===== src/hw/tpc_pkg.sv =====
package tpc_pkg;
   // Register byte offsets.
   localparam logic [7:0] TPC_OFF_TEST   = 8'hc7;
   localparam logic [7:0] TPC_OFF_STAT   = 8'hc8;
   localparam logic [7:0] TPC_OFF_ACTL   = 8'hc9;
   localparam logic [7:0] TPC_OFF_ADAT   = 8'hca;
   localparam logic [7:0] TPC_OFF_CFG    = 8'hcb;
   localparam logic [7:0] TPC_OFF_ENA    = 8'hcc;
   // Reset values and writable masks.
   localparam logic [7:0] TPC_RST_TEST   = 8'h00;
   localparam logic [7:0] TPC_RST_ACTL   = 8'h00;
   localparam logic [7:0] TPC_RST_ADAT   = 8'h00;
   localparam logic [7:0] TPC_RST_CFG    = 8'h80;
   localparam logic [7:0] TPC_RST_ENA    = 8'h00;
   localparam logic [7:0] TPC_MSK_TEST   = 8'h0f;
   localparam logic [7:0] TPC_MSK_ENA    = 8'h09;
   // Field positions.
   localparam int TPC_B_DIR    = 7;
   localparam int TPC_B_SNAP   = 7;
   localparam int TPC_B_GTRK   = 6;
   localparam int TPC_B_ZSUP   = 3;
   localparam int TPC_B_GSUB   = 0;
   localparam int TPC_B_START  = 0;
   localparam int TPC_B_PDIR   = 1;
   localparam int TPC_B_PMODE  = 2;
   localparam int TPC_B_PCE    = 0;
   localparam int TPC_B_SUB    = 5;
   localparam int TPC_B_TEST   = 6;
   localparam int TPC_B_STRK   = 4;
   // Table banks, selected by address bits 6:5.
   localparam logic [1:0] TPC_BANK_SUB   = 2'h0;
   localparam logic [1:0] TPC_BANK_TRK   = 2'h1;
   localparam logic [1:0] TPC_BANK_SIG   = 2'h2;
   // Replacement, suppression and pattern mode codes.
   typedef enum logic [2:0] {
      TPC_RP_NONE = 3'b000, TPC_RP_TRK = 3'b001, TPC_RP_ALAW = 3'b010,
      TPC_RP_ULAW = 3'b011, TPC_RP_LOOP = 3'b100
   } tpc_repl_t;
   typedef enum logic [2:0] {
      TPC_ZS_OFF = 3'b000, TPC_ZS_B8SIG = 3'b001, TPC_ZS_JAM8 = 3'b010,
      TPC_ZS_B7 = 3'b011, TPC_ZS_DDS = 3'b100
   } tpc_zsup_t;
   localparam logic [1:0] TPC_PM_ALL     = 2'b00;
   localparam logic [1:0] TPC_PM_BYTE    = 2'b01;
   localparam logic [1:0] TPC_PM_SEVEN   = 2'b10;
   localparam logic [7:0] TPC_DDS_CODE   = 8'h98;
   localparam logic [7:0] TPC_ALAW [0:7] = '{8'h34, 8'h21, 8'h21, 8'h34,
                                              8'hb4, 8'ha1, 8'ha1, 8'hb4};
   localparam logic [7:0] TPC_ULAW [0:7] = '{8'h1e, 8'h0b, 8'h0b, 8'h1e,
                                              8'h9e, 8'h8b, 8'h8b, 8'h9e};
   // One channel slot of the transmit stream.
   typedef struct packed {
      logic       valid;
      logic [4:0] chan;
      logic       sig_frame;
      logic       mf_first;
      logic       mf_format;
      logic [3:0] sig;
      logic [7:0] data;
   } tpc_slot_t;
   typedef struct packed {
      logic       valid;
      logic [3:0] sig;
      logic [7:0] data;
   } tpc_out_t;
endpackage


===== src/hw/tpc_top.sv =====
// Chosen here: the address-and-strobe port.
`timescale 1ns/100ps
module tpc_top
   import tpc_pkg::*;
#(
   parameter int CHANNELS = 24
)
(
   input  wire logic                core_clk,
   input  wire logic                rstn,
   input  wire logic [7:0]          reg_addr,
   input  wire logic [7:0]          reg_wdata,
   input  wire logic                reg_wr,
   input  wire logic                reg_rd,
   output      logic [7:0]          reg_rdata,
   input  wire tpc_pkg::tpc_slot_t  slot_in,
   input  wire logic [7:0]          loopback_data,
   input  wire logic [7:0]          pattern_gen_data,
   output      tpc_pkg::tpc_out_t   slot_out,
   output      logic                pattern_check_valid,
   output      logic [7:0]          pattern_check_data,
   output      logic                pattern_check_seven,
   output      logic                pattern_direction,
   output      logic [1:0]          pattern_extract_mode,
   output      logic                pattern_test_start
);
   import tpc_pkg::*;

   if (CHANNELS < 1 || CHANNELS > 24)
   begin : g_bad
      $error("CHANNELS must lie between 1 and 24.");
   end

   logic [7:0] test_q;
   logic [7:0] actl_q;
   logic [7:0] adat_q;
   logic [7:0] cfg_q;
   logic [7:0] ena_q;
   logic       busy_q;
   logic [7:0] rdata_q;
   logic       start_prev_q;
   logic       start_q;
   logic [2:0] phase_q;
   logic [7:0] sub_mem [0:CHANNELS-1];
   logic [7:0] trk_mem [0:CHANNELS-1];
   logic [7:0] sig_mem [0:CHANNELS-1];
   logic [3:0] snap_mem [0:CHANNELS-1];
   tpc_out_t   out_q;
   logic       chk_valid_q;
   logic [7:0] chk_data_q;

   // Indirect table address decode.
   logic [1:0] t_bank;
   logic [4:0] t_idx;
   logic       t_ok;
   assign t_bank = actl_q[6:5];
   assign t_idx  = actl_q[4:0] - 5'h01;
   assign t_ok   = (actl_q[4:0] != 5'h00) && (32'(actl_q[4:0]) <= CHANNELS)
                   && (t_bank != 2'h3);

   always_ff @(posedge core_clk or negedge rstn)
   begin
      if (!rstn)
      begin
         test_q <= TPC_RST_TEST;
         cfg_q  <= TPC_RST_CFG;
         ena_q  <= TPC_RST_ENA;
      end
      else if (reg_wr)
      begin
         if (reg_addr == TPC_OFF_TEST)
            test_q <= reg_wdata & TPC_MSK_TEST;
         if (reg_addr == TPC_OFF_CFG)
            cfg_q <= reg_wdata;
         if (reg_addr == TPC_OFF_ENA)
            ena_q <= reg_wdata & TPC_MSK_ENA;
      end
   end

   // A control write made while busy is dropped, so a pending access
   // is never redirected halfway.
   always_ff @(posedge core_clk or negedge rstn)
   begin
      if (!rstn)
      begin
         actl_q <= TPC_RST_ACTL;
         busy_q <= 1'b0;
      end
      else if (reg_wr && reg_addr == TPC_OFF_ACTL && !busy_q)
      begin
         actl_q <= reg_wdata;
         busy_q <= 1'b1;
      end
      else
      begin
         busy_q <= 1'b0;
      end
   end

   always_ff @(posedge core_clk or negedge rstn)
   begin
      if (!rstn)
         adat_q <= TPC_RST_ADAT;
      else if (busy_q && actl_q[TPC_B_DIR])
      begin
         adat_q <= 8'h00;
         if (t_ok)
         begin
            case (t_bank)
               TPC_BANK_SUB: adat_q <= sub_mem[t_idx];
               TPC_BANK_TRK: adat_q <= trk_mem[t_idx];
               default:      adat_q <= sig_mem[t_idx];
            endcase
         end
      end
      else if (reg_wr && reg_addr == TPC_OFF_ADAT)
         adat_q <= reg_wdata;
   end

   always_ff @(posedge core_clk or negedge rstn)
   begin
      if (!rstn)
      begin
         for (int i = 0; i < CHANNELS; i++)
         begin
            sub_mem[i] <= 8'h00;
            trk_mem[i] <= 8'h00;
            sig_mem[i] <= 8'h00;
         end
      end
      else if (busy_q && !actl_q[TPC_B_DIR] && t_ok)
      begin
         case (t_bank)
            TPC_BANK_SUB: sub_mem[t_idx] <= adat_q;
            TPC_BANK_TRK: trk_mem[t_idx] <= adat_q;
            default:      sig_mem[t_idx] <= adat_q;
         endcase
      end
   end

   always_ff @(posedge core_clk or negedge rstn)
   begin
      if (!rstn)
         rdata_q <= 8'h00;
      else if (reg_rd)
      begin
         case (reg_addr)
            TPC_OFF_TEST: rdata_q <= test_q;
            TPC_OFF_STAT: rdata_q <= {7'h00, busy_q};
            TPC_OFF_ACTL: rdata_q <= actl_q;
            TPC_OFF_ADAT: rdata_q <= adat_q;
            TPC_OFF_CFG:  rdata_q <= cfg_q;
            TPC_OFF_ENA:  rdata_q <= ena_q;
            default:      rdata_q <= 8'h00;
         endcase
      end
      else
         rdata_q <= 8'h00;
   end
   assign reg_rdata = rdata_q;

   // The start pulse is taken from the stored bit, so holding it high
   // never restarts the pattern logic.
   always_ff @(posedge core_clk or negedge rstn)
   begin
      if (!rstn)
      begin
         start_prev_q <= 1'b0;
         start_q      <= 1'b0;
      end
      else
      begin
         start_prev_q <= test_q[TPC_B_START];
         start_q      <= test_q[TPC_B_START] && !start_prev_q;
      end
   end
   assign pattern_test_start   = start_q;
   assign pattern_direction    = test_q[TPC_B_PDIR];
   assign pattern_extract_mode = test_q[TPC_B_PMODE +: 2];

   // Slot decode and per-channel table lookup.
   logic       pce;
   logic       ch_ok;
   logic [4:0] ch;
   logic [7:0] sub_e;
   logic [7:0] trk_e;
   logic [7:0] sig_e;
   logic [3:0] snap_e;
   assign pce    = ena_q[TPC_B_PCE];
   assign ch_ok  = slot_in.valid && (32'(slot_in.chan) < CHANNELS);
   assign ch     = ch_ok ? slot_in.chan : 5'h00;
   assign sub_e  = sub_mem[ch];
   assign trk_e  = trk_mem[ch];
   assign sig_e  = sig_mem[ch];
   assign snap_e = snap_mem[ch];

   always_ff @(posedge core_clk or negedge rstn)
   begin
      if (!rstn)
         phase_q <= 3'h0;
      else if (ch_ok && 32'(slot_in.chan) == CHANNELS - 1)
         phase_q <= phase_q + 3'h1;
   end

   // Snapshot keeps the first frame's bits for the whole multiframe.
   always_ff @(posedge core_clk or negedge rstn)
   begin
      if (!rstn)
      begin
         for (int i = 0; i < CHANNELS; i++)
            snap_mem[i] <= 4'h0;
      end
      else if (ch_ok && slot_in.mf_first)
         snap_mem[ch] <= slot_in.sig;
   end

   tpc_repl_t  rsel;
   tpc_zsup_t  zsel;
   logic [7:0] d_rep;
   logic [7:0] d_zsup;
   logic [7:0] d_fin;
   logic [3:0] s_fin;
   logic       tested;
   logic       pm_ok;

   always_comb
   begin
      if (cfg_q[TPC_B_GSUB +: 3] == 3'b000)
         rsel = tpc_repl_t'(sub_e[TPC_B_SUB +: 3]);
      else
         rsel = tpc_repl_t'(cfg_q[TPC_B_GSUB +: 3]);
      case (rsel)
         TPC_RP_TRK:  d_rep = trk_e;
         TPC_RP_ALAW: d_rep = TPC_ALAW[phase_q];
         TPC_RP_ULAW: d_rep = TPC_ULAW[phase_q];
         TPC_RP_LOOP: d_rep = loopback_data;
         default:     d_rep = slot_in.data;
      endcase
   end

   // Reserved suppression codes leave the byte alone.
   always_comb
   begin
      zsel   = tpc_zsup_t'(cfg_q[TPC_B_ZSUP +: 3]);
      d_zsup = d_rep;
      case (zsel)
         TPC_ZS_B8SIG:
         begin
            if (d_rep == 8'h00)
               d_zsup = slot_in.sig_frame ? 8'h02 : 8'h01;
         end
         TPC_ZS_JAM8:
            d_zsup = d_rep | 8'h01;
         TPC_ZS_B7:
         begin
            if (d_rep == 8'h00)
               d_zsup = 8'h02;
         end
         TPC_ZS_DDS:
         begin
            if (d_rep == 8'h00)
               d_zsup = TPC_DDS_CODE;
         end
         default:
            d_zsup = d_rep;
      endcase
   end

   // Bit 8 is the last bit on the line, so it sits in bit 0 here.
   always_comb
   begin
      pm_ok  = pattern_extract_mode != 2'b11;
      tested = pm_ok && (pattern_extract_mode == TPC_PM_ALL
                         || sig_e[TPC_B_TEST]);
      d_fin  = d_zsup;
      if (tested && !pattern_direction)
      begin
         if (pattern_extract_mode == TPC_PM_SEVEN)
            d_fin = {pattern_gen_data[7:1], d_zsup[0]};
         else
            d_fin = pattern_gen_data;
      end
      if (global_trk() || sig_e[TPC_B_STRK])
         s_fin = sig_e[3:0];
      else if (cfg_q[TPC_B_SNAP] && slot_in.mf_format && !slot_in.mf_first)
         s_fin = snap_e;
      else
         s_fin = slot_in.sig;
   end

   function automatic logic global_trk();
      return cfg_q[TPC_B_GTRK];
   endfunction

   always_ff @(posedge core_clk or negedge rstn)
   begin
      if (!rstn)
         out_q <= '0;
      else
      begin
         out_q.valid <= slot_in.valid;
         out_q.data  <= (pce && ch_ok) ? d_fin : slot_in.data;
         out_q.sig   <= (pce && ch_ok) ? s_fin : slot_in.sig;
      end
   end
   assign slot_out = out_q;

   // Checking in the transmit path taps the incoming payload byte.
   always_ff @(posedge core_clk or negedge rstn)
   begin
      if (!rstn)
      begin
         chk_valid_q <= 1'b0;
         chk_data_q  <= 8'h00;
      end
      else
      begin
         chk_valid_q <= pce && ch_ok && tested && pattern_direction;
         chk_data_q  <= slot_in.data;
      end
   end
   assign pattern_check_valid = chk_valid_q;
   assign pattern_check_data  = chk_data_q;
   assign pattern_check_seven = pattern_extract_mode == TPC_PM_SEVEN;
endmodule


===== config.mk =====
export PLATFORM = sky130hd
export DESIGN_NAME = tpc_top
export DESIGN_NICKNAME = d
export VERILOG_FILES = /design/src/hw/tpc_pkg.sv /design/src/hw/tpc_top.sv
export SDC_FILE = /design/constraint.sdc
export NUM_CORES = 1
export LEC_CHECK = 0
export BUFFER_PORTS_ARGS = -buffer_cell sky130_fd_sc_hd__clkbuf_2
export CAP_MARGIN = 0
export CORE_ASPECT_RATIO = 0.5
export CORE_UTILIZATION = 35
export DETAILED_ROUTE_END_ITERATION = 8
export SETUP_SLACK_MARGIN = 0.1
export SYNTH_ARGS = -nofsm -noshare
export SYNTH_HDL_FRONTEND = slang
export SYNTH_SLANG_ARGS = --single-unit

===== constraint.sdc =====
create_clock -name core_clk -period 4.1 [get_ports core_clk]
set_input_delay 1.025 -clock core_clk [delete_from_list [all_inputs] [get_ports core_clk]]
set_output_delay 1.025 -clock core_clk [all_outputs]
set_load 0.05 [all_outputs]

Word level (Yosys, flattened, before mapping)

Memory sizes are Yosys's and may differ from the RTL's.
Index checks and enable logic that the tools add are counted.

Bits in registers: 738
Memory bits (read-only): 128
Input port bits: 57
Memories: 2

$add $sub $neg: 2
Order comparisons: 7
Eq/ne operators: 19
Muxes and demuxes: 54
Bitwise logic cells: 4
Reduce and logical (&&, ||, !) cells: 41

Memory list:

| name             | depth | bits a word | rd ports | clocked after memory_dff | wr ports | RTL line       | source |
|---|---|---|---|---|---|---|---|
| (name not given) | 8     | 8           | 1        | 0                        | 0        | tpc_top.sv:235 | `TPC_RP_ULAW: d_rep = TPC_ULAW[phase_q];` |
| (name not given) | 8     | 8           | 1        | 0                        | 0        | tpc_top.sv:234 | `TPC_RP_ALAW: d_rep = TPC_ALAW[phase_q];` |

Operators by type and width:

| cell                                                                          | number |
|---|---|
| 192-bit bitwise mux                                                           | 3 |
| 8-bit binary-select mux with 5-bit select                                     | 6 |
| 8-bit 2-to-1 mux                                                              | 24 |
| 96-bit bitwise mux                                                            | 1 |
| 8-bit one-hot mux with 4 select lines                                         | 2 |
| 8-bit equality test (second input constant)                                   | 6 |
| 8-bit one-hot mux with 6 select lines                                         | 1 |
| 8-bit demux with 5-bit select                                                 | 1 |
| 4-bit 2-to-1 mux                                                              | 6 |
| 1-bit logical AND                                                             | 21 |
| 4-bit binary-select mux with 5-bit select                                     | 1 |
| 4-bit demux with 5-bit select                                                 | 1 |
| 8-bit one-hot mux with 2 select lines                                         | 1 |
| 7-bit 2-to-1 mux                                                              | 2 |
| 3-bit by 2-bit equality test with 1-bit output (second input constant)        | 4 |
| 6-bit greater-or-equal comparator (second input constant)                     | 2 |
| 6-bit by 1-bit less-than comparator with 1-bit output (second input constant) | 2 |
| 5-bit NOT with 6-bit output                                                   | 2 |
| 2-bit AND reduction                                                           | 6 |
| 8-bit zero test                                                               | 1 |
| 3-bit by 1-bit equality test with 1-bit output (second input constant)        | 2 |
| 3-bit equality test (second input constant)                                   | 2 |
| 5-bit equality test (second input constant)                                   | 1 |
| 5-bit <= comparator (second input constant)                                   | 1 |
| 20 further kinds                                                              | 28 |

Longest topological paths before layout

Gate-level depths: netlist of run 1.

Depth in word-level cells: 16
Mapped depth: 16
Mapped depth without buffers: 11

Worst setup path after synthesis of run 1

OpenSTA, ideal clock, no wires.

Path type: reg2reg
Start point: reg actl_q[0]
End point: reg sub_mem[0] (netlist bit)
Data arrival time: 3938 ps
Required time: 3975 ps
Setup slack: 37 ps
Stages on the path, launching flop included: 17
Path buffers: 6
Path through: dfrtp_1 buf_2 clkbuf_1 buf_1 inv_1 ha_1 clkbuf_1 nand2b_1 or3_1 nand3_1 nor3b_1 nor2b_1 nand2b_1 clkbuf_1 clkbuf_1 nor2_1 mux2_2

Cells in the longest elaborated chain, start to end: 7
Elaborated cells on any way between the ends: 14

RTL lines:

| element                                                                                                                                 | RTL line       | source |
|---|---|---|
| from (decl)                                                                                                                             | tpc_top.sv:35  | `logic [7:0] actl_q;` |
| from (signal assigned)                                                                                                                  | tpc_top.sv:91  | `actl_q <= reg_wdata;` |
| 5-bit by 1-bit subtractor with 5-bit output                                                                                             | tpc_top.sv:57  | `assign t_idx = actl_q[4:0] - 5'h01;` |
| 5-bit NOT with 6-bit output (not written as such)                                                                                       | tpc_top.sv:134 | `TPC_BANK_SUB: sub_mem[t_idx] <= adat_q;` |
| 6-bit greater-or-equal comparator (not written as such) / 6-bit by 1-bit less-than comparator with 1-bit output (equally long branches) | tpc_top.sv:134 |  |
| 1-bit logical AND (not written as such)                                                                                                 | tpc_top.sv:134 |  |
| 8-bit 2-to-1 mux (not written as such)                                                                                                  | tpc_top.sv:134 |  |
| 8-bit demux with 5-bit select                                                                                                           | tpc_top.sv:134 |  |
| 192-bit bitwise mux                                                                                                                     | tpc_top.sv:134 |  |
| to (signal, indexed assignment)                                                                                                         | tpc_top.sv:134 |  |
| to (decl)                                                                                                                               | tpc_top.sv:44  | `logic [7:0] sub_mem [0:CHANNELS-1];` |

Several ways; a longest one is shown, not always the timed one.
A chain may end at the register's enable or synchronous reset.

Worst setup path in the final report of run 1

Start point: in slot_in[20] (netlist bit)
End point: reg out_q, in the netlist slot_out[4]

Cells in the longest elaborated chain, start to end: 14
Elaborated cells on any way between the ends: 29

RTL lines:

| element                                              | RTL line                                       | source |
|---|---|---|
| from (decl)                                          | tpc_top.sv:16                                  | `input wire tpc_pkg::tpc_slot_t slot_in,` |
| 1-bit logical AND *                                  | tpc_top.sv:190                                 | `assign ch_ok = slot_in.valid && (32'(slot_in.chan) < CHANNELS);` |
| 5-bit 2-to-1 mux                                     | tpc_top.sv:191                                 | `assign ch = ch_ok ? slot_in.chan : 5'h00;` |
| 5-bit NOT with 6-bit output (not written as such)    | tpc_top.sv:192, tpc_top.sv:193, tpc_top.sv:194 |  |
| 8-bit binary-select mux with 5-bit select            | tpc_top.sv:192                                 | `assign sub_e = sub_mem[ch];` |
| 8-bit 2-to-1 mux (not written as such) (2 in series) | tpc_top.sv:192                                 |  |
| 3-bit 2-to-1 mux                                     | tpc_top.sv:228                                 | `if (cfg_q[TPC_B_GSUB +: 3] == 3'b000)` |
| 3-bit equality test, or another cell as far along    | tpc_top.sv:232                                 | `case (rsel)` |
| 8-bit one-hot mux with 4 select lines                | tpc_top.sv:232                                 |  |
| 8-bit zero test                                      | tpc_top.sv:249, tpc_top.sv:256, tpc_top.sv:261 |  |
| 8-bit 2-to-1 mux (on tied branches)                  | tpc_top.sv:261, tpc_top.sv:249, tpc_top.sv:256 |  |
| 8-bit one-hot mux with 4 select lines                | tpc_top.sv:246                                 | `case (zsel)` |
| 8-bit 2-to-1 mux                                     | tpc_top.sv:276                                 | `if (tested && !pattern_direction)` |
| 8-bit 2-to-1 mux *                                   | tpc_top.sv:302                                 | `out_q.data <= (pce && ch_ok) ? d_fin : slot_in.data;` |
| to (decl)                                            | tpc_top.sv:48                                  | `tpc_out_t out_q;` |

Every way passes the cells marked *; elsewhere a longest branch is shown, timed or not. The select of a mux whose other input is x is not followed.

==> results of run 1 <==
==> layer usage <==
layer  wire length, um  part of all wire, %
met3             11390                  8.7
met2             56570                   43
met1             59010                   45
met5                17                0.013
met4              3738                  2.9
==> Yosys cell counts, types with 11 or more instances <==
cell	instances
a21oi_1	96
mux4_2	145
mux2i_1	64
nor4_1	22
clkbuf_1	169
nand4_1	11
a22o_1	16
nand2_1	144
a31oi_1	17
nand3_1	42
nor2b_1	16
buf_1	28
dfrtp_1	737
and3_1	11
o21ai_0	88
nor2_1	166
o22ai_1	90
nor3_1	24
a22oi_1	91
mux2_2	712
o221ai_1	15
inv_1	14
buf_2	28
==> where the power goes <==
part	switching (mW)	total, mW	internal (mW)
logic	1.28	2.03	0.754
clock network	3.07	7.24	4.17
registers	0.135	7.53	7.40
total	4.48	16.8	12.3
==> worst paths after layout <==
kind / to / cells past startpoint
max: slot_out[4]$_DFF_PN0_ / 15
min: pattern_test_start$_DFF_PN0_ / 1
max reg2reg: adat_q[7]$_DFFE_PN0P_ / 12
min reg2reg: pattern_test_start$_DFF_PN0_ / 1
max in group asynchronous: reg_rdata[4]$_DFF_PN0_ / 3
min in group asynchronous: slot_out[10]$_DFF_PN0_ / 1
==> state kept, by name (all words and copies together), names as in the netlist, 2 cells and up <==
signal	cells
sig_mem	192
sub_mem	192
trk_mem	192
snap_mem	96
slot_out	13
actl_q	8
adat_q	8
cfg_q	8
pattern_check_data	8
reg_rdata	8
test_q	4
phase_q	3
ena_q	2
==> cells by family (layout without fill, tap and decap cells) <==
logic type	Yosys count	in the layout
buffers and inverters	253	581
AND/OR/NAND/NOR	503	503
other	0	3
XOR/XNOR	8	8
adder cells (fa/ha/maj)	7	7
AO/OA/AOI/OAI	516	516
flip-flops	738	738
multiplexers	921	921
==> metrics by stage <==
| step | TNS [ns] | instances | utilization (%) | instance area [um^2] |
|---|---|---|---|---|
| after floorplan | 0 | 2946 | - | 37470 |
| after global placement | -1.038 | 4563 | 39.56 | 41790 |
| after detailed placement | -1.115 | 4563 | 39.56 | 41790 |
| after CTS | 0 | 4693 | 41.96 | 44330 |
| after global routing | 0 | 4694 | 41.97 | 44330 |
| final | 0 | 4696 | 41.97 | 44330 |
==> final cells by class <==
type	instances	area, um^2	area share, %
flip-flops and latches	738	18490	41.70
inverters	14	52.55	0.1185
repair buffers	437	3456	7.795
well taps	1419	1775	4.005
diodes	3	7.507	0.01693
clock buffers	102	2180	4.916
multi-input cells	1955	18010	40.64
clock inverters	28	359.1	0.8100
==> layout by cell type, fill, tap and decap left out, types with 11 or more instances in the layout <==
| master | count |
|---|---|
| a21oi_1 | 96 |
| a22o_1 | 16 |
| a22oi_1 | 91 |
| a31oi_1 | 17 |
| and3_1 | 11 |
| buf_12 | 31 |
| buf_4 | 317 |
| clkbuf_16 | 76 |
| clkbuf_2 | 88 |
| clkbuf_8 | 18 |
| clkinv_2 | 12 |
| dfrtp_1 | 728 |
| inv_1 | 14 |
| mux2_2 | 712 |
| mux2i_1 | 64 |
| mux4_2 | 145 |
| nand2_1 | 143 |
| nand3_1 | 42 |
| nand4_1 | 11 |
| nor2_1 | 164 |
| nor2b_1 | 16 |
| nor3_1 | 23 |
| nor4_1 | 22 |
| o21ai_0 | 88 |
| o221ai_1 | 15 |
| o22ai_1 | 90 |
==> run summary, run 1 <==
Max H-tree Level -> 3
Mapped Nets -> 3009
# Post-CTS Setup Buffers -> 0
area fraction in compound gates after synthesis -> 9.359%
met1 usage -> 35.08%
worst hold start -> start_prev_q$_DFF_PN0_
Core Area -> 105600 um^2
Overall Power -> 16.81 mW
Static Leak -> 20.41 nW
synthesized-area fraction occupied by and/or/nand/nor cells -> 6.301%
largest net degree at the start of global routing -> 92
met2 Resource Use GR -> 35.47%
post-synthesis mux area share -> 31.82%
period utilization -> 90.10%
peak supply drop -> 0.3036 mV
sequential-to-total area share from yosys stat -> 49.29%
clk sink count -> 738
Remaining DRCs -> 0
Cells after Synth -> 2946
# setup viols final -> 0
Starting Density -> 35.48%
layout cells sized above 1 -> 44.62%
maxcap violations -> 0
setup slack, reg-to-reg -> 0.44 ns
Synth top area share -> 49.22%
GRT busiest layer -> met2
pre-CTS setup slack -> -0.2283 ns
Vias/cell -> 5.904
Synth Area in Adders -> 0.2271%
power per cell area -> 379.1 nW/um^2
Final #Nets -> 3283
fin worst setup slack -> 0.4061 ns
outcome -> complete, no violations
hold_ws -> 0.3955 ns
Async SR Flop Fraction -> 100.0%
Post-CTS Resized -> 0
Yosys Warn Count -> 0
GR Overflow Total -> 0
vias in the first global route -> 28079
Final Max Tran Viols -> 0
Primary FF master, synth -> dfrtp_1
Detailed Route WL -> 130700 um
Die Height -> 233.4 um
Num CTS Buffers -> 74
Post-DRT Antenna Nets -> 0
clock root buffer -> clkbuf_16
critical path, cell by cell -> clkbuf_2 -> buf_4 -> nand2_1 -> buf_4 -> a2111oi_0 -> buf_4 -> o31ai_1 -> o221a_2 -> a21oi_4 -> nand2_1 -> a32o_1 -> a211oi_1 -> and4_4 -> nand4_1 -> a31oi_1
DR iter-0 viols -> 2976
post-synth top area cell -> dfrtp_1
worst-path fanout max -> 9
final hold vios -> 0
CP endpoint kind -> flop
RePlAce Congestion -> 1.005
DIE WIDTH -> 464.7 um
Ports -> 92
Period minus WS final -> 3.694 ns
CP max-delay cell -> a2111oi_0
RR Startpoint -> actl_q[2]$_DFFE_PN0P_
Max Freq -> 270.7 MHz
Syn Area/Cell -> 12.72 um^2
Max-slew headroom -> 25.40%
worst path arrival time -> 4.27 ns
Post-Synthesis Cell Area -> 37470 um^2
Crit path top cell by count -> buf_4
initial antenna violation count -> 5
drt pass-1 iters -> 6
insertion delay to the later sink of the worst-skew pair -> 0.68 ns
worst hold path type -> flop to flop
Die ar. -> 108500 um^2
top post-synthesis cells by area -> dfrtp_1 49%, mux2_2 21%, mux4_2 8.7%, a22oi_1 1.8%, mux2i_1 1.7%
via count -> 27725
number of synthesized register bits -> 738
routed len/inst -> 27.84 um
CP startpoint -> slot_in[20]
met3 Resource Use GR -> 5.640%
CTS tree -> yes
critical path class -> primary input to flop
Top delay family on crit path -> compound AO/OA/AOI/OAI gates
library cells used by synthesis -> 93
RSZ-0062 raised after global routing -> false
Syn-to-layout area delta -> 18.31%
Critical Path Max Stage Delay -> 0.62 ns
Hold Buf Count CTS -> 0
worst path required time -> 4.68 ns
WP buf/inv -> 4
port bufs -> 91
slew of the pin with the lowest slew margin -> 1.119 ns
total track usage -> 24.17%
filler instances -> 9885
Post-Synth XOR/XNOR Area -> 0.1870%
clk buf depth -> 3
hpwl dp -> 92790 um
clock transition at the registers of the reported paths -> 0.06 ns
worst-case clock skew -> 0.02577 ns
first-pass GRT wire length -> 194500 um
largest family of logic cells by synthesized area -> multiplexers
EDFF count, synth -> 0
Critical Path Start Type -> primary input
# rows -> 84
Note: power is estimated with default switching activity, not from simulation.
==> run 2, diff against run 1 <==
--- a/config.mk
+++ b/config.mk
@@ -9,4 +9,5 @@
 export CAP_MARGIN = 0
 export CORE_ASPECT_RATIO = 0.5
+export CORE_MARGIN = 2
 export CORE_UTILIZATION = 35
 export DETAILED_ROUTE_END_ITERATION = 8
==> constraint.sdc (replaced) <==
create_clock -name core_clk -period 4.1 [get_ports core_clk]
set_input_delay 1.025 -clock core_clk [delete_from_list [all_inputs] [get_ports core_clk]]
set_output_delay 1.025 -clock core_clk [all_outputs]
set_load 0.1 [all_outputs]
==> run 2 against run 1 <==
Largest power group unchanged. Non-clock buffer count decreased by 20. Sequential share of layout area increased by 0.18 points. Critical path type is now flop to flop. Critical path depth unchanged.
==> run summary, run 2 (same netlist as run 1, synthesis figures left out) <==
Post-DRT Antenna Nets -> 0 (unchanged)
Max-slew headroom -> 30.20% (was 25.40%)
via count -> 27547 (was 27725)
critical path class -> flop to flop (was primary input to flop)
outcome -> complete, no violations (unchanged)
# rows -> 84 (unchanged)
internal power -> 12.30 mW (was 12.33 mW)
final hold vios -> 0 (unchanged)
Final #Nets -> 3263 (was 3283)
worst-path fanout max -> 10 (was 9)
Die ar. -> 109900 um^2 (was 108500 um^2)
Detailed Route WL -> 128000 um (was 130700 um)
Setup TNS -> 0 ns (unchanged)
fin worst setup slack -> 0.2852 ns (was 0.4061 ns)
Reg2Reg Depth -> 15 (was 12)
power per cell area -> 381.7 nW/um^2 (was 379.1 nW/um^2)
Top delay family on crit path -> buffers and inverters (was compound AO/OA/AOI/OAI gates)
worst path arrival time -> 4.32 ns (was 4.27 ns)
peak supply drop -> 0.3139 mV (was 0.3036 mV)
CP endpoint kind -> flop (unchanged)
RePlAce Congestion -> 0.9982 (was 1.005)
Max H-tree Level -> 3 (unchanged)
pre-CTS setup slack -> -0.2019 ns (was -0.2283 ns)
worst-case clock skew -> 0.03092 ns (was 0.02577 ns)
Period minus WS final -> 3.815 ns (was 3.694 ns)
Core Area -> 105600 um^2 (unchanged)
insertion delay to the later sink of the worst-skew pair -> 0.69 ns (was 0.68 ns)
Num CTS Buffers -> 74 (unchanged)
setup slack, reg-to-reg -> 0.29 ns (was 0.44 ns)
Max Freq -> 262.1 MHz (was 270.7 MHz)
port bufs -> 91 (unchanged)
clock transition at the registers of the reported paths -> 0.07 ns (was 0.06 ns)
clk sink count -> 738 (unchanged)
clock root buffer -> clkbuf_16 (unchanged)
clk buf depth -> 3 (unchanged)
period utilization -> 93.04% (was 90.10%)
total track usage -> 23.17% (was 24.17%)
initial antenna violation count -> 1 (was 5)
Ports -> 92 (unchanged)
CTS tree -> yes (unchanged)
# Post-CTS Setup Buffers -> 0 (unchanged)
# setup viols final -> 0 (unchanged)
Crit path top cell by count -> buf_4 (unchanged)
Starting Density -> 35.48% (unchanged)
DIE WIDTH -> 466.7 um (was 464.7 um)
hpwl dp -> 90100 um (was 92790 um)
RSZ-0062 raised after global routing -> false (unchanged)
Critical Path Start Type -> flop (was primary input)
largest registers -> sig_mem: 192 flops, sub_mem: 192 flops, trk_mem: 192 flops (unchanged)
critical path, cell by cell -> inv_1 -> ha_1 -> nor3b_1 -> xnor2_1 -> buf_4 -> nand3_1 -> buf_4 -> buf_4 -> o22ai_1 -> nor2_1 -> a31oi_1 -> buf_4 -> o21ai_0 -> a22oi_1 -> o21ai_0 (was clkbuf_2 -> buf_4 -> nand2_1 -> buf_4 -> a2111oi_0 -> buf_4 -> o31ai_1 -> o221a_2 -> a21oi_4 -> nand2_1 -> a32o_1 -> a211oi_1 -> and4_4 -> nand4_1 -> a31oi_1)
Vias/cell -> 5.892 (was 5.904)
RR Startpoint -> actl_q[0]$_DFFE_PN0P_ (was actl_q[2]$_DFFE_PN0P_)
largest net degree at the start of global routing -> 116 (was 92)
Static Leak -> 20.30 nW (was 20.41 nW)
layout cells sized above 1 -> 44.44% (was 44.62%)
vias in the first global route -> 27857 (was 28079)
Final Max Tran Viols -> 0 (unchanged)
DR iter-0 viols -> 3033 (was 2976)
Switch Pwr -> 4.548 mW (was 4.481 mW)
Syn-to-layout area delta -> 17.82% (was 18.31%)
drt pass-1 iters -> 5 (was 6)
part of the power in registers -> 44.7% (was 44.8%)
Die Height -> 235.4 um (was 233.4 um)
switching share of power -> 26.99% (was 26.66%)
ANT cells -> 0 (was 3)
Clock power frac -> 43.3% (was 43.1%)
worst hold path type -> primary input to async pin (was flop to flop)
slew of the pin with the lowest slew margin -> 1.045 ns (was 1.119 ns)
FF-to-FF End -> adat_q[7]$_DFFE_PN0P_ (unchanged)
Combinational Power Share -> 12.0% (was 12.1%)
maxcap violations -> 0 (unchanged)
Remaining DRCs -> 0 (unchanged)
GR Overflow Total -> 0 (unchanged)
most frequent cells in the layout -> 728 x dfrtp_1, 712 x mux2_2, 304 x buf_4, 164 x nor2_1, 145 x mux4_2 (was 728 x dfrtp_1, 712 x mux2_2, 317 x buf_4, 164 x nor2_1, 145 x mux4_2)
routed len/inst -> 27.37 um (was 27.84 um)
CP max-delay cell -> dfrtp_4 (was a2111oi_0)
Critical Path Max Stage Delay -> 0.50 ns (was 0.62 ns)
first-pass GRT wire length -> 190700 um (was 194500 um)
worst path required time -> 4.61 ns (was 4.68 ns)
WP buf/inv -> 5 (was 4)
commonest non-fill, non-tap cell in the layout -> dfrtp_1 (unchanged)
run 2: cell count changes in the layout (fill, tap and decap cells not counted), sizes merged:
cell / delta
buf: -20
bufinv: -1
inv: +1
diode: -3
clkinv: +1
clkbuf: +1
run 2: layout make-up:
cell class                 count  area, um^2
multi-input combinational   1955       18030
inverter                      14       52.55
fill                        9796       61480
sequential                   738       18490
timing repair buffer         417        3218
clock inverter                29       369.1
tap                         1419        1775
clock buffer                 103        2213
run 2: routing by layer:
metal | vias up | routed length [um] | GRT usage (%)
met5 | - | 0 | 0
met4 | 0 | 3599 | 6.924
met3 | 177 | 10350 | 5.180
met2 | 1137 | 55950 | 34.37
met1 | 14608 | 58060 | 33.67
li1 | 11625 | - | -
run 2: metrics by stage:
step                hold slack, ns  area, um^2  std cells  total power [mW]  utilization [%]
finish                      0.2954       44150       4675             16.85            41.80
global route                0.3222       44150       4675             17.42            41.80
CTS                         0.2972       44140       4675             16.97            41.79
detailed placement          0.3821       41560       4543             9.672            39.34
global placement            0.3817       41560       4543             9.660            39.34
floorplan                   0.3777       37470       2946             8.639                -
run 2: worst max path at each step:
stage                               start                 endpoint  slack, ns  cells past startpoint
floorplan           actl_q[0]$_DFFE_PN0P_   sub_mem[0]$_DFFE_PN0P_       0.30                     16
global placement              slot_in[20]    slot_out[1]$_DFF_PN0_      -0.18                     16
detailed placement            slot_in[20]    slot_out[1]$_DFF_PN0_      -0.20                     16
CTS                 actl_q[0]$_DFFE_PN0P_    adat_q[7]$_DFFE_PN0P_       0.22                     13
global route        actl_q[0]$_DFFE_PN0P_  trk_mem[64]$_DFFE_PN0P_       0.13                      8
finish              actl_q[0]$_DFFE_PN0P_    adat_q[7]$_DFFE_PN0P_       0.29                     15
run 2: power groups by stage:
stage | sequential (mW) | combinational (mW) | clock, mW
after floorplan | 7.67 | 0.970 | 0
after global placement | 7.66 | 2.00 | 0
after detailed placement | 7.67 | 2.00 | 0
after CTS | 7.53 | 2.01 | 7.43
after global routing | 7.54 | 2.14 | 7.74
final | 7.53 | 2.03 | 7.29
run 2: what timing repair did:
action / in CTS / in global routing
hold buffers: 0 / 0
endpoints found under the setup margin: 0 / 1
gates resized for setup: 0 / 1
==> run 3, diff against run 2 <==
- ABC_AREA: unset -> 1
- REMOVE_ABC_BUFFERS: unset -> 1
==> run 3 against run 2 <==
Clock-buffer cell count increased by 2. Largest cell class unchanged. Fmax decreased by 2.2%. First-iteration DRC count increased by 61%. Hold slack got worse by 0.071 ns. Clock power about the same. Non-clock buffer count decreased by 162. Clock skew about the same. Sequential share of layout area increased by 2.8 points. Cell count increased by 27%. Sequential cell count unchanged.
==> run summary, run 3 <==
outcome -> complete, no violations (unchanged)
library cells used by synthesis -> 57 (was 93)
power per cell area -> 423.9 nW/um^2 (was 381.7 nW/um^2)
synthesized-area fraction occupied by and/or/nand/nor cells -> 19.25% (was 6.301%)
Final #Nets -> 4585 (was 3263)
worst path arrival time -> 4.48 ns (was 4.32 ns)
hpwl dp -> 89880 um (was 90100 um)
Syn-to-layout area delta -> 13.87% (was 17.82%)
port bufs -> 91 (unchanged)
part of the power in registers -> 43.1% (was 44.7%)
Synth top area share -> 50.80% (was 49.22%)
Primary FF master, synth -> dfrtp_1 (unchanged)
largest family of logic cells by synthesized area -> compound AO/OA/AOI/OAI gates (was multiplexers)
Post-CTS Resized -> 0 (unchanged)
final hold vios -> 0 (unchanged)
slew of the pin with the lowest slew margin -> 1.069 ns (was 1.045 ns)
internal power -> 12.29 mW (was 12.30 mW)
Max H-tree Level -> 3 (unchanged)
peak supply drop -> 0.2706 mV (was 0.3139 mV)
Multi-input gate area -> 15850 um^2 (was 18030 um^2)
worst-path fanout max -> 22 (was 10)
FF-to-FF End -> sig_mem[161]$_DFFE_PN0P_ (was adat_q[7]$_DFFE_PN0P_)
clk sink count -> 738 (unchanged)
insertion delay to the later sink of the worst-skew pair -> 0.68 ns (was 0.69 ns)
GR Overflow Total -> 0 (unchanged)
commonest non-fill, non-tap cell in the layout -> nand2_1 (was dfrtp_1)
top post-synthesis cells by area -> dfrtp_1 51%, nand2_1 14%, o21ai_0 12%, a21oi_1 2.9%, clkbuf_1 2.9% (was dfrtp_1 49%, mux2_2 21%, mux4_2 8.7%, a22oi_1 1.8%, mux2i_1 1.7%)
Syn Area/Cell -> 8.006 um^2 (was 12.72 um^2)
Yosys Warn Count -> 0 (unchanged)
Detailed Route WL -> 133900 um (was 128000 um)
sequential-to-total area share from yosys stat -> 50.88% (was 49.29%)
Hold Buf Count CTS -> 0 (unchanged)
Die ar. -> 106500 um^2 (was 109900 um^2)
RSZ-0062 raised after global routing -> false (unchanged)
total track usage -> 24.84% (was 23.17%)
clock root buffer -> clkbuf_16 (unchanged)
filler instances -> 10278 (was 9796)
worst hold path type -> primary input to async pin (unchanged)
setup slack, reg-to-reg -> 0.20 ns (was 0.29 ns)
Post-Synthesis Cell Area -> 36300 um^2 (was 37470 um^2)
critical path class -> flop to flop (unchanged)
post-synthesis mux area share -> 0% (was 31.82%)
drt pass-1 iters -> 9 (was 5)
pre-CTS setup slack -> 0.1155 ns (was -0.2019 ns)
Async SR Flop Fraction -> 100.0% (unchanged)
RR Startpoint -> actl_q[0]$_DFFE_PN0P_ (unchanged)
most frequent cells in the layout -> 1332 x nand2_1, 867 x o21ai_0, 736 x dfrtp_1, 211 x a21oi_1, 206 x nor2_1 (was 728 x dfrtp_1, 712 x mux2_2, 304 x buf_4, 164 x nor2_1, 145 x mux4_2)
Combinational Power Share -> 15.4% (was 12.0%)
Max-slew headroom -> 28.60% (was 30.20%)
maxcap violations -> 0 (unchanged)
Clock power frac -> 41.5% (was 43.3%)
Die Height -> 231.7 um (was 235.4 um)
Period minus WS final -> 3.902 ns (was 3.815 ns)
Switch Pwr -> 5.229 mW (was 4.548 mW)
Static Leak -> 18.09 nW (was 20.30 nW)
Cells after Synth -> 4534 (was 2946)
# rows -> 83 (was 84)
largest registers -> sig_mem: 192 flops, sub_mem: 192 flops, trk_mem: 192 flops (unchanged)
Post-DRT Antenna Nets -> 0 (unchanged)
clock transition at the registers of the reported paths -> 0.06 ns (was 0.07 ns)
Core Area -> 102700 um^2 (was 105600 um^2)
DIE WIDTH -> 459.5 um (was 466.7 um)
critical path, cell by cell -> inv_8 -> ha_1 -> xnor2_2 -> nand3_1 -> buf_12 -> nor2_1 -> nand2_1 -> o21ai_0 (was inv_1 -> ha_1 -> nor3b_1 -> xnor2_1 -> buf_4 -> nand3_1 -> buf_4 -> buf_4 -> o22ai_1 -> nor2_1 -> a31oi_1 -> buf_4 -> o21ai_0 -> a22oi_1 -> o21ai_0)
# setup viols final -> 0 (unchanged)
post-synth top area cell -> dfrtp_1 (unchanged)
worst path required time -> 4.67 ns (was 4.61 ns)
area fraction in compound gates after synthesis -> 23.88% (was 9.359%)
Num CTS Buffers -> 75 (was 74)
routed len/inst -> 22.53 um (was 27.37 um)
layout cells sized above 1 -> 9.976% (was 44.44%)
fin worst setup slack -> 0.1982 ns (was 0.2852 ns)
Starting Density -> 35.34% (was 35.48%)
RePlAce Congestion -> 0.9500 (was 0.9982)
switching share of power -> 29.84% (was 26.99%)
Post-Synth XOR/XNOR Area -> 0.1206% (was 0.1870%)
clk buf depth -> 3 (unchanged)
top post-synthesis cells by count -> 1334 x nand2_1, 867 x o21ai_0, 737 x dfrtp_1, 278 x clkbuf_1 (was 737 x dfrtp_1, 712 x mux2_2, 169 x clkbuf_1, 166 x nor2_1, 145 x mux4_2)
Synth Area in Adders -> 0.2068% (was 0.2271%)
EDFF count, synth -> 0 (unchanged)
Remaining DRCs -> 0 (unchanged)
count leader, synth -> nand2_1 (was dfrtp_1)
vias in the first global route -> 31985 (was 27857)
number of synthesized register bits -> 738 (unchanged)
# Post-CTS Setup Buffers -> 0 (unchanged)
first-pass GRT wire length -> 203600 um (was 190700 um)
via count -> 34299 (was 27547)
period utilization -> 95.17% (was 93.04%)
Max Freq -> 256.3 MHz (was 262.1 MHz)
fin area -> 41330 um^2 (was 44150 um^2)
Critical Path Max Stage Delay -> 0.63 ns (was 0.50 ns)
Setup TNS -> 0 ns (unchanged)
Vias/cell -> 5.772 (was 5.892)
CP max-delay cell -> dfrtp_4 (unchanged)
Final Max Tran Viols -> 0 (unchanged)
largest net degree at the start of global routing -> 176 (was 116)
DR iter-0 viols -> 4883 (was 3033)
CTS tree -> yes (unchanged)
Critical Path Start Type -> flop (unchanged)
CP endpoint kind -> flop (unchanged)
Reg2Reg Depth -> 8 (was 15)
Ports -> 92 (unchanged)
initial antenna violation count -> 3 (was 1)
register area -> 18470 um^2 (was 18490 um^2)
worst-case clock skew -> 0.03042 ns (was 0.03092 ns)
Placed Area -> 38760 um^2 (was 41560 um^2)
-- run 3: changes by cell type in the layout (fill, tap and decap cells not counted), moves of 25 or more --
cell,before,now
nand4_1,11,36
a32o_1,1,26
o221ai_1,15,41
mux2_2,712,0
nor2_1,164,206
nand3_1,42,99
o21ai_0,88,867
mux2i_1,64,0
buf_4,304,135
a21oi_1,96,211
nand2_1,143,1332
mux4_2,145,0
inv_1,14,158
-- run 3: power by group through the flow --
stage,combinational [mW],sequential [mW],clock [mW]
floorplan,1.29,7.78,0
global route,2.89,7.56,7.68
CTS,2.65,7.54,7.38
detailed placement,2.64,7.67,0
finish,2.70,7.54,7.28
global placement,2.62,7.67,0
-- run 3: worst max-delay path by stage --
stage,from,endpoint,cells past startpoint
2_1_floorplan,actl_q[0]$_DFFE_PN0P_,adat_q[3]$_DFFE_PN0P_,9
3_3_place_gp,slot_in[18],slot_out[10]$_DFF_PN0_,16
3_5_place_dp,slot_in[18],slot_out[4]$_DFF_PN0_,24
4_1_cts,actl_q[0]$_DFFE_PN0P_,sig_mem[169]$_DFFE_PN0P_,8
5_1_grt,actl_q[0]$_DFFE_PN0P_,sub_mem[178]$_DFFE_PN0P_,10
6_report,actl_q[0]$_DFFE_PN0P_,sig_mem[161]$_DFFE_PN0P_,8
-- run 3: metrics by stage --
stage / hold slack, ns / util (%) / std cells / total power, mW
6_report: 0.2242 / 40.25 / 5942 / 17.52
5_1_grt: 0.2167 / 40.24 / 5941 / 18.13
4_1_cts: 0.1989 / 40.23 / 5941 / 17.57
3_5_place_dp: 0.3956 / 37.74 / 5805 / 10.32
3_3_place_gp: 0.3873 / 37.74 / 5805 / 10.29
2_1_floorplan: 0.3741 / - / 4190 / 9.071
-- run 3: cell type report --
cell class | instances | share of cell area (%)
clock buffer | 105 | 5.379
inverter | 179 | 1.662
tap | 1360 | 4.117
clock inverter | 31 | 0.8082
multi-input combinational | 3273 | 38.36
timing repair buffer | 255 | 4.982
antenna | 1 | 0.006054
sequential | 738 | 44.69
-- run 3: critical path: cells and delay by family, from the launching register on --
kind	cells	cell delay, ns
flops	1	0.63
compound gates	1	0.34
xor+xnor	1	0.51
fa+ha+maj	1	0.27
simple gates	3	1.56
buf+inv	2	0.47
-- run 3: kinds of logic after synthesis --
kind of cell,count (synthesis)
xor gates and xnor gates,5
buffers and inverters,523
and+or+nand+nor,1750
AOI/OAI and AO/OA,1512
adders and majority gates,6
DFF,738
-- run 3: per-layer routing --
metal  up-vias  GRT usage (%)  share of wire, %
met5         -              0            0.0090
met4         2          9.252               3.7
met3       301          6.010                10
met2      1838          36.67                43
met1     16661          35.20                43
li1      15497              -                 -
